File: src/tdp_consts.vh
`ifndef TDP_CONSTS_VH
`define TDP_CONSTS_VH

// Octet layout on the shared bus: line 0 is the LSB, line 7 the MSB
`define TDP_OCTET_W      8
`define TDP_OCTET_LSB    0
`define TDP_OCTET_MSB    7

// Up to four drives share one controller; two address bits
`define TDP_ADDR_W       2
`define TDP_HOME_ADDR    2'h0

// Positions of the host control lines in the synchroniser vector
`define TDP_CTL_W        4
`define TDP_CTL_LINK     0
`define TDP_CTL_CMD      1
`define TDP_CTL_RST      2
`define TDP_CTL_STRB     3

// Reset values of the line drivers and flags
`define TDP_CTL_RESET    4'h0
`define TDP_OCTET_RESET  8'h00
`define TDP_FLAG_RESET   1'b0

// Data buffer between the bus and the drive
`define TDP_BUF_DEPTH    2'h2
`define TDP_BUF_CNT_W    2

`endif

File: src/tdp_drive_port.v
`timescale 1ns/10ps
`include "tdp_consts.vh"

module tdp_drive_port (
  input  wire                   clk,                // 40 MHz system clock
  input  wire                   reset,              // Async reset, active high
  // Bus pins, as seen inside the pad ring
  input  wire [7:0]             busIn,              // Data lines as received
  output reg  [7:0]             busOut,             // Data lines to drive
  output reg                    busOe,              // High while drive owns data lines
  input  wire                   busOddParityBitIn,  // Parity line as received
  output reg                    busOddParityBitOut, // Parity line to drive
  output reg                    busOddParityBitOe,  // High while parity is driven
  input  wire                   linkActiveFromHost, // Host link-active line
  input  wire                   cmdStrobe,          // Host command strobe line
  input  wire                   hostReset,          // Host reset line
  input  wire                   hostDataStrobe,     // Host data strobe line
  output wire                   ackOut,             // Acknowledge level
  output wire                   ackOe,              // Acknowledge driver enable
  output wire                   availOut,           // Available level
  output wire                   availOe,            // Available driver enable
  output wire                   driveAttention,     // Attention level
  output wire                   driveAttentionOe,   // Attention driver enable
  output wire                   turnOut,            // Turnaround level
  output wire                   turnOe,             // Turnaround driver enable
  // Drive side
  input  wire [`TDP_ADDR_W-1:0] devAddr,            // This drive's address
  input  wire                   parityEnable,       // Parity line in use
  input  wire                   selectHit,          // Pulse: select names this drive
  input  wire                   selectMiss,         // Pulse: select names another drive
  input  wire                   mechReady,          // Drive can take a new command
  input  wire                   readMode,           // Transfers flow toward the host
  input  wire                   searchActive,       // Repositioning, no octets out
  input  wire                   streamActive,       // Tape is streaming
  input  wire                   exceptionIn,        // Pulse: operation cannot go on
  input  wire                   attnClear,          // Pulse: exception reported
  output reg                    cmdValid,           // Command octet waiting
  input  wire                   cmdReady,           // Firmware takes command
  output reg  [7:0]             cmdData,            // Command octet
  output wire                   wrValid,            // Host octet available
  input  wire                   wrReady,            // Tape side takes host octet
  output wire [7:0]             wrData,             // Host octet
  input  wire                   rdValid,            // Tape side offers octet
  output wire                   rdReady,            // Octet accepted
  input  wire [7:0]             rdData,             // Octet for the host
  output reg                    parityErr,          // Pulse: bad parity on take
  output reg                    underrun,           // High while host too slow
  output wire                   linkActive,         // Synchronised link-active
  output wire                   selected            // Drive owns the bus
);

  localparam ST_IDLE = 1'b0;
  localparam ST_ACK  = 1'b1;

  reg [`TDP_CTL_W-1:0] meta_ff;
  reg [`TDP_CTL_W-1:0] sync_ff;
  reg                  hrstPrev_ff;
  reg                  state_ff;
  reg                  nxt_state;
  reg                  ack_ff;
  reg                  turn_ff;
  reg                  selected_ff;
  reg                  attn_ff;
  reg                  pushBus;
  reg                  popBus;
  reg                  takeCmd;

  wire       cmdS;
  wire       hrstS;
  wire       strbS;
  wire       bufInValid;
  wire       bufInReady;
  wire [7:0] bufInData;
  wire       bufOutValid;
  wire       bufOutReady;
  wire [7:0] bufOutData;
  wire       parityBad;
  wire       hrstFall;
  wire       busyIdle;

  // Two-stage synchroniser on every host control line; first stage read by second only
  always @(posedge clk or posedge reset) begin
    if (reset) begin
      meta_ff <= `TDP_CTL_RESET;
      sync_ff <= `TDP_CTL_RESET;
    end else begin
      meta_ff <= {hostDataStrobe, hostReset, cmdStrobe, linkActiveFromHost};
      sync_ff <= meta_ff;
    end
  end

  assign linkActive = sync_ff[`TDP_CTL_LINK];
  assign cmdS       = sync_ff[`TDP_CTL_CMD];
  assign hrstS      = sync_ff[`TDP_CTL_RST];
  assign strbS      = sync_ff[`TDP_CTL_STRB];
  assign hrstFall   = hrstPrev_ff & ~hrstS;
  assign selected   = selected_ff;

  // Odd parity over the nine lines; ignored when the line is unused
  assign parityBad = parityEnable & ~(^{busOddParityBitIn, busIn});

  // Buffer feeds from the bus when writing, from the tape side when reading
  assign bufInValid  = turn_ff ? (rdValid & ~searchActive) : pushBus;
  assign bufInData   = turn_ff ? rdData : busIn;
  assign bufOutReady = turn_ff ? popBus : wrReady;
  assign wrValid     = ~turn_ff & bufOutValid;
  assign wrData      = bufOutData;
  // Search drains octets from the tape side so none reach the host
  assign rdReady     = searchActive | (turn_ff & bufInReady);

  tdp_pair_buf #(
    .WIDTH (`TDP_OCTET_W)
  ) u_buf (
    .clk      (clk),
    .reset    (reset),
    .flush    (hrstS),
    .inValid  (bufInValid),
    .inReady  (bufInReady),
    .inData   (bufInData),
    .outValid (bufOutValid),
    .outReady (bufOutReady),
    .outData  (bufOutData)
  );

  // Handshake decisions: one octet per strobe, acknowledged until strobes drop
  always @* begin
    nxt_state = state_ff;
    pushBus   = 1'b0;
    popBus    = 1'b0;
    takeCmd   = 1'b0;
    case (state_ff)
      ST_IDLE: begin
        if (selected_ff & ~hrstS) begin
          // Command strobe honoured only while attention or available shows
          if (cmdS & (attn_ff | availOut) & ~cmdValid) begin
            takeCmd   = 1'b1;
            nxt_state = ST_ACK;
          end else if (strbS & ~turn_ff & bufInReady) begin
            pushBus   = 1'b1;
            nxt_state = ST_ACK;
          end else if (strbS & turn_ff & bufOutValid) begin
            popBus    = 1'b1;
            nxt_state = ST_ACK;
          end
        end
      end
      ST_ACK: begin
        if (~cmdS & ~strbS) begin
          nxt_state = ST_IDLE;
        end
      end
      default: begin
        nxt_state = ST_IDLE;
      end
    endcase
  end

  // State, acknowledge and data drivers
  always @(posedge clk or posedge reset) begin
    if (reset) begin
      state_ff           <= ST_IDLE;
      ack_ff             <= `TDP_FLAG_RESET;
      busOut             <= `TDP_OCTET_RESET;
      busOe              <= `TDP_FLAG_RESET;
      busOddParityBitOut <= `TDP_FLAG_RESET;
      busOddParityBitOe  <= `TDP_FLAG_RESET;
    end else if (hrstS) begin
      state_ff          <= ST_IDLE;
      ack_ff            <= 1'b0;
      busOe             <= 1'b0;
      busOddParityBitOe <= 1'b0;
    end else begin
      state_ff <= nxt_state;
      ack_ff   <= (nxt_state == ST_ACK);
      if (popBus) begin
        busOut             <= bufOutData;
        busOddParityBitOut <= ~(^bufOutData);
        busOe              <= 1'b1;
        busOddParityBitOe  <= parityEnable;
      end else if (nxt_state == ST_IDLE) begin
        // Release the data lines once the host has let go of its strobe
        busOe             <= 1'b0;
        busOddParityBitOe <= 1'b0;
      end
    end
  end

  // Command octet held for firmware; a new one waits until this is taken
  always @(posedge clk or posedge reset) begin
    if (reset) begin
      cmdValid <= `TDP_FLAG_RESET;
      cmdData  <= `TDP_OCTET_RESET;
    end else if (hrstS) begin
      cmdValid <= 1'b0;
    end else if (takeCmd) begin
      cmdValid <= 1'b1;
      cmdData  <= busIn;
    end else if (cmdReady) begin
      cmdValid <= 1'b0;
    end
  end

  // Parity error is a one-cycle pulse; underrun stays high while its condition holds
  always @(posedge clk or posedge reset) begin
    if (reset) begin
      parityErr <= `TDP_FLAG_RESET;
      underrun  <= `TDP_FLAG_RESET;
    end else begin
      parityErr <= (takeCmd | pushBus) & parityBad;
      // Tape wants an octet with none buffered, or offers one with no room
      underrun <= streamActive & ~searchActive &
                  ((~turn_ff & wrReady & ~bufOutValid) |
                   (turn_ff & rdValid & ~bufInReady));
    end
  end

  // Direction may only turn while idle and drained, so no octet changes sides
  assign busyIdle = (state_ff == ST_IDLE) & ~bufOutValid;

  // Selection, direction and attention; host reset rehomes the bus to address zero
  always @(posedge clk or posedge reset) begin
    if (reset) begin
      hrstPrev_ff <= `TDP_FLAG_RESET;
      selected_ff <= `TDP_FLAG_RESET;
      turn_ff     <= `TDP_FLAG_RESET;
      attn_ff     <= `TDP_FLAG_RESET;
    end else begin
      hrstPrev_ff <= hrstS;
      if (hrstS) begin
        selected_ff <= 1'b0;
        turn_ff     <= 1'b0;
        attn_ff     <= 1'b0;
      end else begin
        if (hrstFall) begin
          selected_ff <= (devAddr == `TDP_HOME_ADDR);
        end else if (selectHit) begin
          selected_ff <= 1'b1;
        end else if (selectMiss) begin
          selected_ff <= 1'b0;
        end
        if (busyIdle) begin
          turn_ff <= readMode;
        end
        // A new exception in the clearing cycle keeps attention up
        if ((hrstFall & (devAddr == `TDP_HOME_ADDR)) | exceptionIn) begin
          attn_ff <= 1'b1;
        end else if (attnClear) begin
          attn_ff <= 1'b0;
        end
      end
    end
  end

  // Drive-owned controls: asserted level, driver enabled only when selected
  assign ackOut           = ack_ff;
  assign availOut         = mechReady & ~attn_ff;
  assign driveAttention   = attn_ff;
  assign turnOut          = turn_ff;
  assign ackOe            = selected_ff;
  assign availOe          = selected_ff;
  assign driveAttentionOe = selected_ff;
  assign turnOe           = selected_ff;

endmodule // tdp_drive_port

File: src/tdp_pair_buf.v
`timescale 1ns/10ps
`include "tdp_consts.vh"

// Two-entry buffer with valid/ready on both sides; flush empties it
module tdp_pair_buf #(
  parameter WIDTH = `TDP_OCTET_W
) (
  input  wire             clk,      // System clock
  input  wire             reset,    // Async reset, active high
  input  wire             flush,    // Synchronous empty
  input  wire             inValid,  // Source offers a word
  output wire             inReady,  // Room for a word
  input  wire [WIDTH-1:0] inData,   // Word from source
  output wire             outValid, // Word available
  input  wire             outReady, // Sink takes the word
  output wire [WIDTH-1:0] outData   // Oldest word
);

  reg [WIDTH-1:0]          head_ff;
  reg [WIDTH-1:0]          tail_ff;
  reg [`TDP_BUF_CNT_W-1:0] count_ff;
  wire                     push;
  wire                     pop;

  assign inReady  = (count_ff != `TDP_BUF_DEPTH);
  assign outValid = (count_ff != {`TDP_BUF_CNT_W{1'b0}});
  assign outData  = head_ff;
  assign push     = inValid & inReady;
  assign pop      = outValid & outReady;

  // Head is the oldest word; tail only used when both entries hold data
  always @(posedge clk or posedge reset) begin
    if (reset) begin
      head_ff  <= {WIDTH{1'b0}};
      tail_ff  <= {WIDTH{1'b0}};
      count_ff <= {`TDP_BUF_CNT_W{1'b0}};
    end else if (flush) begin
      count_ff <= {`TDP_BUF_CNT_W{1'b0}};
    end else begin
      case ({push, pop})
        2'b10: begin
          if (count_ff == {`TDP_BUF_CNT_W{1'b0}}) begin
            head_ff <= inData;
          end else begin
            tail_ff <= inData;
          end
          count_ff <= count_ff + 2'h1;
        end
        2'b01: begin
          head_ff  <= tail_ff;
          count_ff <= count_ff - 2'h1;
        end
        2'b11: begin
          // With one word held the new word becomes the head directly
          if (count_ff == 2'h1) begin
            head_ff <= inData;
          end else begin
            head_ff <= tail_ff;
            tail_ff <= inData;
          end
        end
        default: begin
          head_ff <= head_ff;
        end
      endcase
    end
  end

endmodule // tdp_pair_buf
File: config.mk
export PLATFORM = sky130hd
export DESIGN_NAME = tdp_drive_port
export DESIGN_NICKNAME = d
export VERILOG_FILES = /design/src/tdp_drive_port.v /design/src/tdp_pair_buf.v
export VERILOG_INCLUDE_DIRS = /design/src
export SDC_FILE = /design/constraint.sdc
export NUM_CORES = 1
export LEC_CHECK = 0
export BUFFER_PORTS_ARGS = -buffer_cell sky130_fd_sc_hd__buf_2
export CAP_MARGIN = 0
export CORE_ASPECT_RATIO = 1.2
export CORE_UTILIZATION = 55
export CTS_CLUSTER_SIZE = 28
export DETAILED_ROUTE_END_ITERATION = 16
export PLACE_DENSITY = 0.8
export SYNTH_ARGS = -nofsm -noshare
export SYNTH_HDL_FRONTEND = slang
export SYNTH_SLANG_ARGS = --single-unit
File: constraint.sdc
create_clock -name clk -period 5.6 [get_ports clk]
set_input_delay 1.12 -clock clk [delete_from_list [all_inputs] [get_ports clk]]
set_output_delay 1.12 -clock clk [all_outputs]
set_load 0.05 [all_outputs]
# After elaboration in Yosys (flattened, before gate mapping)
# Cells that the tools add are included.
# word_totals
input_bits	37
output_inout_bits	42
reg_bits	53
# op_classes
n_reduce_logical	16
muxes	46
add_sub_neg	2
bitwise	42
eq_ne	9
# op_table
cell	count
$mux W8	5
$mux W1	36
$and A1 B1 Y1	25
$pmux W8 S3	1
$pmux W8 S2	1
$not A1 Y1	12
$reduce_bool A3 Y1	4
$reduce_xor A9 Y1	1
$reduce_xor A8 Y1	1
$ne A2 B2 Y1 const B	3
$reduce_bool A2 Y1	3
$or A1 B1 Y1	5
$eq A2 B1 Y1 const B	2
$eq A2 B2 Y1 const B	2
$logic_not A2 Y1	2
$pmux W2 S2	1
$reduce_and A2 Y1	2
$reduce_and A4 Y1	1
$reduce_bool A4 Y1	1
$ne A3 B2 Y1 const B	1
$reduce_and A3 Y1	1
$add A2 B1 Y2 const B	1
$mux W2	1
$ne A2 B1 Y1 const B	1
other kinds (2)	2

# Longest topological paths before layout
# depth
depth_word	13
mapped_depth	8
mapped_depth_nobuf	7

# By module
# Synthesis repeated with hierarchy kept, for this count alone.
# hier_totals
cells_unflattened	232
hier_area_um2	2761.4
# by_module_without_submodules
mod	area_per_inst_um2	n_inst	cells_per_inst	seq_area_each_um2
tdp_drive_port	1616.6	1	129	875.8
tdp_pair_buf	1144.8	1	103	450.4

# Worst setup path before layout
# Ideal clock, no wire load.
# synth_timing
path_kind	input to output
start	input mechReady
end	output availOut
n_path_buf	0
arrival_ns	1.827
path_stages	1
required_ns	4.480
setup_slack_ns	2.653
path_cell_list	nor2b_1
# synth_via
elab_chain_len	1
# synth_rtl
element	line	source
start: declaration	tdp_drive_port.v:31	input wire mechReady,
$and A1 B1 Y1	tdp_drive_port.v:256	assign availOut = mechReady & ~attn_ff;
end: declaration	tdp_drive_port.v:20	output wire availOut,
# Every way passes these cells.

# Worst setup path after layout
# layout_timing
start	input mechReady
end	register u_buf.count_ff[1]
# layout_via
elab_chain_len	12
word_cells_on_any_way	19
# layout_rtl
element	line	source
$and A1 B1 Y1 *	tdp_drive_port.v:256	
$or A1 B1 Y1 *	tdp_drive_port.v:135	if (cmdS & (attn_ff | availOut) & ~cmdValid) begin
$and A1 B1 Y1 * (2 in a row)	tdp_drive_port.v:135	
$mux W1	tdp_drive_port.v:135	
$mux W1	tdp_drive_port.v:133	if (selected_ff & ~hrstS) begin
$mux W1	tdp_drive_port.v:131	case (state_ff)
$mux W1, on equally long branches	tdp_drive_port.v:105, tdp_drive_port.v:103	
$and A1 B1 Y1, on equally long branches	tdp_pair_buf.v:29, tdp_pair_buf.v:28	
$eq A2 B1 Y1 or $eq A2 B2 Y1 (tied branches)	tdp_pair_buf.v:40	case ({push, pop})
$pmux W2 S2	tdp_pair_buf.v:40	
$mux W2	tdp_pair_buf.v:37	end else if (flush) begin
end signal: assignment	tdp_pair_buf.v:36	count_ff <= {`TDP_BUF_CNT_W{1'b0}};
end signal: assignment	tdp_pair_buf.v:38	count_ff <= {`TDP_BUF_CNT_W{1'b0}};
end signal: assignment	tdp_pair_buf.v:47	count_ff <= count_ff + 2'h1;
end: declaration	tdp_pair_buf.v:21	reg [`TDP_BUF_CNT_W-1:0] count_ff;
# Every way passes the cells marked *; elsewhere a longest branch is shown, timed or not.
# A chain may end at the register's enable or synchronous reset.

==> impl_metrics.yaml <==
floorplan:
  std_cell_rows: 27
  die_x_um: 65.1
  design.portCount: 79
  area_of_the_placeable_core_sq_um: 4590
  floorplan.initialDensity_pct: 57.3
  dieArea_sq_um: 5070
  die_height_um: 77.8
synthesis:
  synth-seq-cells: 53
  syn_avg_cell_area_sq_um: 11.1
  synth_fp_nets: 277
  synth-compound-area-share_pct: 12.7
  synth.area.mux_share_pct: 10.7
  synthCells: 237
  yosys_warnings: 0
  dominant_combinational_cell_family_by_area_after_synthesis: "simple AND/OR/NAND/NOR gates"
  synthDistinctLibCells: 45
  synthArstFlopShare_pct: 100
  synth-main-ff-cell: "sky130_fd_sc_hd__dfrtp_1"
  synthXorXnorAreaFrac_pct: 5.85
  synth_edf_count: 0
  seq_area_frac_synth_pct: 50.4
  post_synth_and_or_nand_nor_area_fraction_pct: 13.8
  post_synth_instance_area_sq_um: 2630
  synth_adder_area_share_pct: 1.85
min_path:
  timing.hold.worst_path_depth: 0
  hold_path_startpoint: "meta_ff[1]$_DFF_PP0_"
  min-delay-path-class: "register to register"
  worstHoldEndpoint: "sync_ff[1]$_DFF_PP0_"
timing:
  timing.final.crit_period_ps: 3180
  unrepaired_setup_endpoints_after_global_routing: "false"
  setup_viol: 0
  skew_ps: 6.84
  totalNegativeSetupSlack_ps: 0
  fin_max_slew_vios: 0
  fmax_mhz: 315
  actual_transition_at_the_worst_max_transition_pin_ps: 1060
  final_min_period_over_clock_period_pct: 56.8
  finalHoldViolations: 0
  worst_slew_margin_rel_pct: 29.4
clock_tree:
  holdBufCountCts: 0
  clockRootBuffer: "sky130_fd_sc_hd__clkbuf_8"
  clk_pin_slew_ps: 100
  cts-resized-gates: 0
  cts_max_level: 2
  cts-root-to-sink-buffers: 2
  cts-buffers-inserted: 5
  cts_post_setup_buffers_inserted: 0
  cts.sink_count: 53
  tritoncts_clock_tree: "yes"
  worstSkewPairLatency_ps: 310
global_route:
  antenna_found_initial: 0
  grt_use_total_pct: 22.6
  grt_pass1_vias: 1869
  wire_length_of_the_first_global_routing_pass_um: 8770
  pin_count_of_the_biggest_net_entering_global_routing: 54
  gr-total-overflow: 0
detailed_routing:
  total_via_count_after_detailed_routing: 2003
  detail_route.first_pass.iterations: 4
  drt-total-wl_um: 5290
  routed_via_density: 5.46
  drcViolationCount: 0
  wire_per_inst_um: 14.4
  initial_detailed_routing_violation_count: 80
  post_detailed_route_count_of_antenna_violating_nets: 0
cells_and_area:
  areaGrowthSynthToFinish_pct: 17.9
  fin_nets: 348
  stdcell_area_sq_um: 3100
  fin_util_pct: 67.5
  antenna_cells: 0
  mostFrequentLayoutCells: "sky130_fd_sc_hd__buf_2 (78), sky130_fd_sc_hd__dfrtp_1 (53), sky130_fd_sc_hd__nand2_1 (27), sky130_fd_sc_hd__mux2_2 (24), sky130_fd_sc_hd__a21oi_1 (13)"
  most_common_library_cell_in_the_layout_ignoring_fill_and_taps: "sky130_fd_sc_hd__buf_2"
  drive_above_1_share_pct: 39.2
setup_path:
  r2r-end: "u_buf.count_ff[1]$_DFFE_PP0P_"
  start_kind: "input pin"
  worst_r2r_path_depth: 5
  reg2reg_from: "turnOut$_DFFE_PP0P_"
  critical_path.endpoint_type: "register"
  criticalPathCategory: "input pin to register"
  crit_required_ps: 5820
  critical_path.max_fanout: 13
  endpoint_arrival_time_on_the_critical_path_ps: 3400
  rrSetupSlack_ps: 2780
power:
  ir_worst_vdd_v: 0.000284
  power-per-cell-area_nw_per_um2: 466
  p_leak_nw: 1.54
placed_design:
  port-buffer-count: 78
  gpl.final_weighted_congestion: 0.814
  hpwl_um: 3960
  place_area_sq_um: 3010
outcome:
  status: "finished, final reports clean"
flow_run:
  max_cap_violations: 0
[worst max-delay path, stage by stage]
cell	delay, ps
sky130_fd_sc_hd__buf_2	100
sky130_fd_sc_hd__or2_1	340
sky130_fd_sc_hd__a2111oi_4	790
sky130_fd_sc_hd__nor2_1	360
sky130_fd_sc_hd__maj3_2	410
sky130_fd_sc_hd__a221oi_2	270
[metal layers]
metal	up-vias	global-route usage, %	part of all wire [%]
met5	-	0	0
met4	0	7.83	1.3
met3	4	3.09	5.4
met2	70	38.1	50
met1	964	29.5	43
li1	965	-	-
[sequential cells by signal, summed over array words and instances (netlist names)]
signal	flops
ackOe	1
ackOut	1
busOddParityBitOe	1
busOddParityBitOut	1
busOe	1
busOut	8
cmdData	8
cmdValid	1
driveAttention	1
hrstPrev_ff	1
meta_ff	4
parityErr	1
sync_ff	4
turnOut	1
u_buf.count_ff	2
u_buf.outData	8
u_buf.tail_ff	8
underrun	1
[logic make-up after synthesis]
family | Yosys count
AND/OR/NAND/NOR | 71
multiplexers | 25
buffers and inverters | 25
flip-flops | 53
AO/OA/AOI/OAI | 43
adder cells (fa/ha/maj) | 4
XOR/XNOR | 16
[synthesized netlist by cell type, types with 2 or more instances]
library cell / n / area, sq um
sky130_fd_sc_hd__dfrtp_1: 53 / 1330
sky130_fd_sc_hd__nand2_1: 27 / 101
sky130_fd_sc_hd__mux2_2: 24 / 270
sky130_fd_sc_hd__a21oi_1: 13 / 65.1
sky130_fd_sc_hd__xnor2_1: 12 / 105
sky130_fd_sc_hd__inv_1: 11 / 41.3
sky130_fd_sc_hd__nand3_1: 11 / 55.1
sky130_fd_sc_hd__nor2_1: 10 / 37.5
sky130_fd_sc_hd__o31ai_1: 9 / 67.6
sky130_fd_sc_hd__nor3_1: 8 / 40.0
sky130_fd_sc_hd__clkbuf_1: 7 / 26.3
sky130_fd_sc_hd__buf_4: 4 / 30.0
sky130_fd_sc_hd__a21o_1: 3 / 22.5
sky130_fd_sc_hd__ha_1: 3 / 37.5
sky130_fd_sc_hd__o21ai_0: 3 / 15.0
sky130_fd_sc_hd__xor2_1: 3 / 26.3
sky130_fd_sc_hd__and2_1: 2 / 12.5
sky130_fd_sc_hd__buf_6: 2 / 22.5
sky130_fd_sc_hd__nand2b_1: 2 / 12.5
sky130_fd_sc_hd__nor3b_1: 2 / 15.0
sky130_fd_sc_hd__o21a_1: 2 / 15.0
sky130_fd_sc_hd__o21ai_2: 2 / 17.5
sky130_fd_sc_hd__or2_1: 2 / 12.5
[how the worst max path moves through the flow]
stage | startpoint | to | slack, ps | depth (start not counted)
after global routing | mechReady | u_buf.count_ff[1]$_DFFE_PP0P_ | 2330 | 6
after CTS | mechReady | u_buf.count_ff[1]$_DFFE_PP0P_ | 2450 | 6
after detailed placement | mechReady | u_buf.count_ff[1]$_DFFE_PP0P_ | 2140 | 6
after floorplan | mechReady | availOut | 2650 | 1
after global placement | mechReady | u_buf.count_ff[1]$_DFFE_PP0P_ | 2230 | 6
final | mechReady | u_buf.count_ff[1]$_DFFE_PP0P_ | 2420 | 6
[cell type report]
class / instances / area (sq um)
multi-input combinational: 159 / 1180
tap: 58 / 72.6
inverter: 11 / 41.3
clock inverter: 3 / 21.3
sequential: 53 / 1330
timing repair buffer: 78 / 390
clock buffer: 5 / 68.8
fill: 380 / 1490
[power breakdown]
| part | leakage (nW) | switching, W | internal, W |
|---|---|---|---|
| sequential | 0.676 | 0.0000789 | 0.000472 |
| clock | 0.0445 | 0.000129 | 0.0000889 |
| combinational | 0.815 | 0.000445 | 0.000232 |
| total | 1.54 | 0.000653 | 0.000794 |
[through the flow]
stage | setup WS, ps | cells | hold WS (ps) | power [W]
after floorplan | 2650 | 237 | 331 | 0.00109
after global placement | 2230 | 359 | 333 | 0.00121
after detailed placement | 2140 | 359 | 335 | 0.00123
after CTS | 2450 | 367 | 356 | 0.00145
after global routing | 2330 | 367 | 368 | 0.00153
final | 2420 | 367 | 354 | 0.00145
No activity file was read; power rests on OpenSTA's default activity.
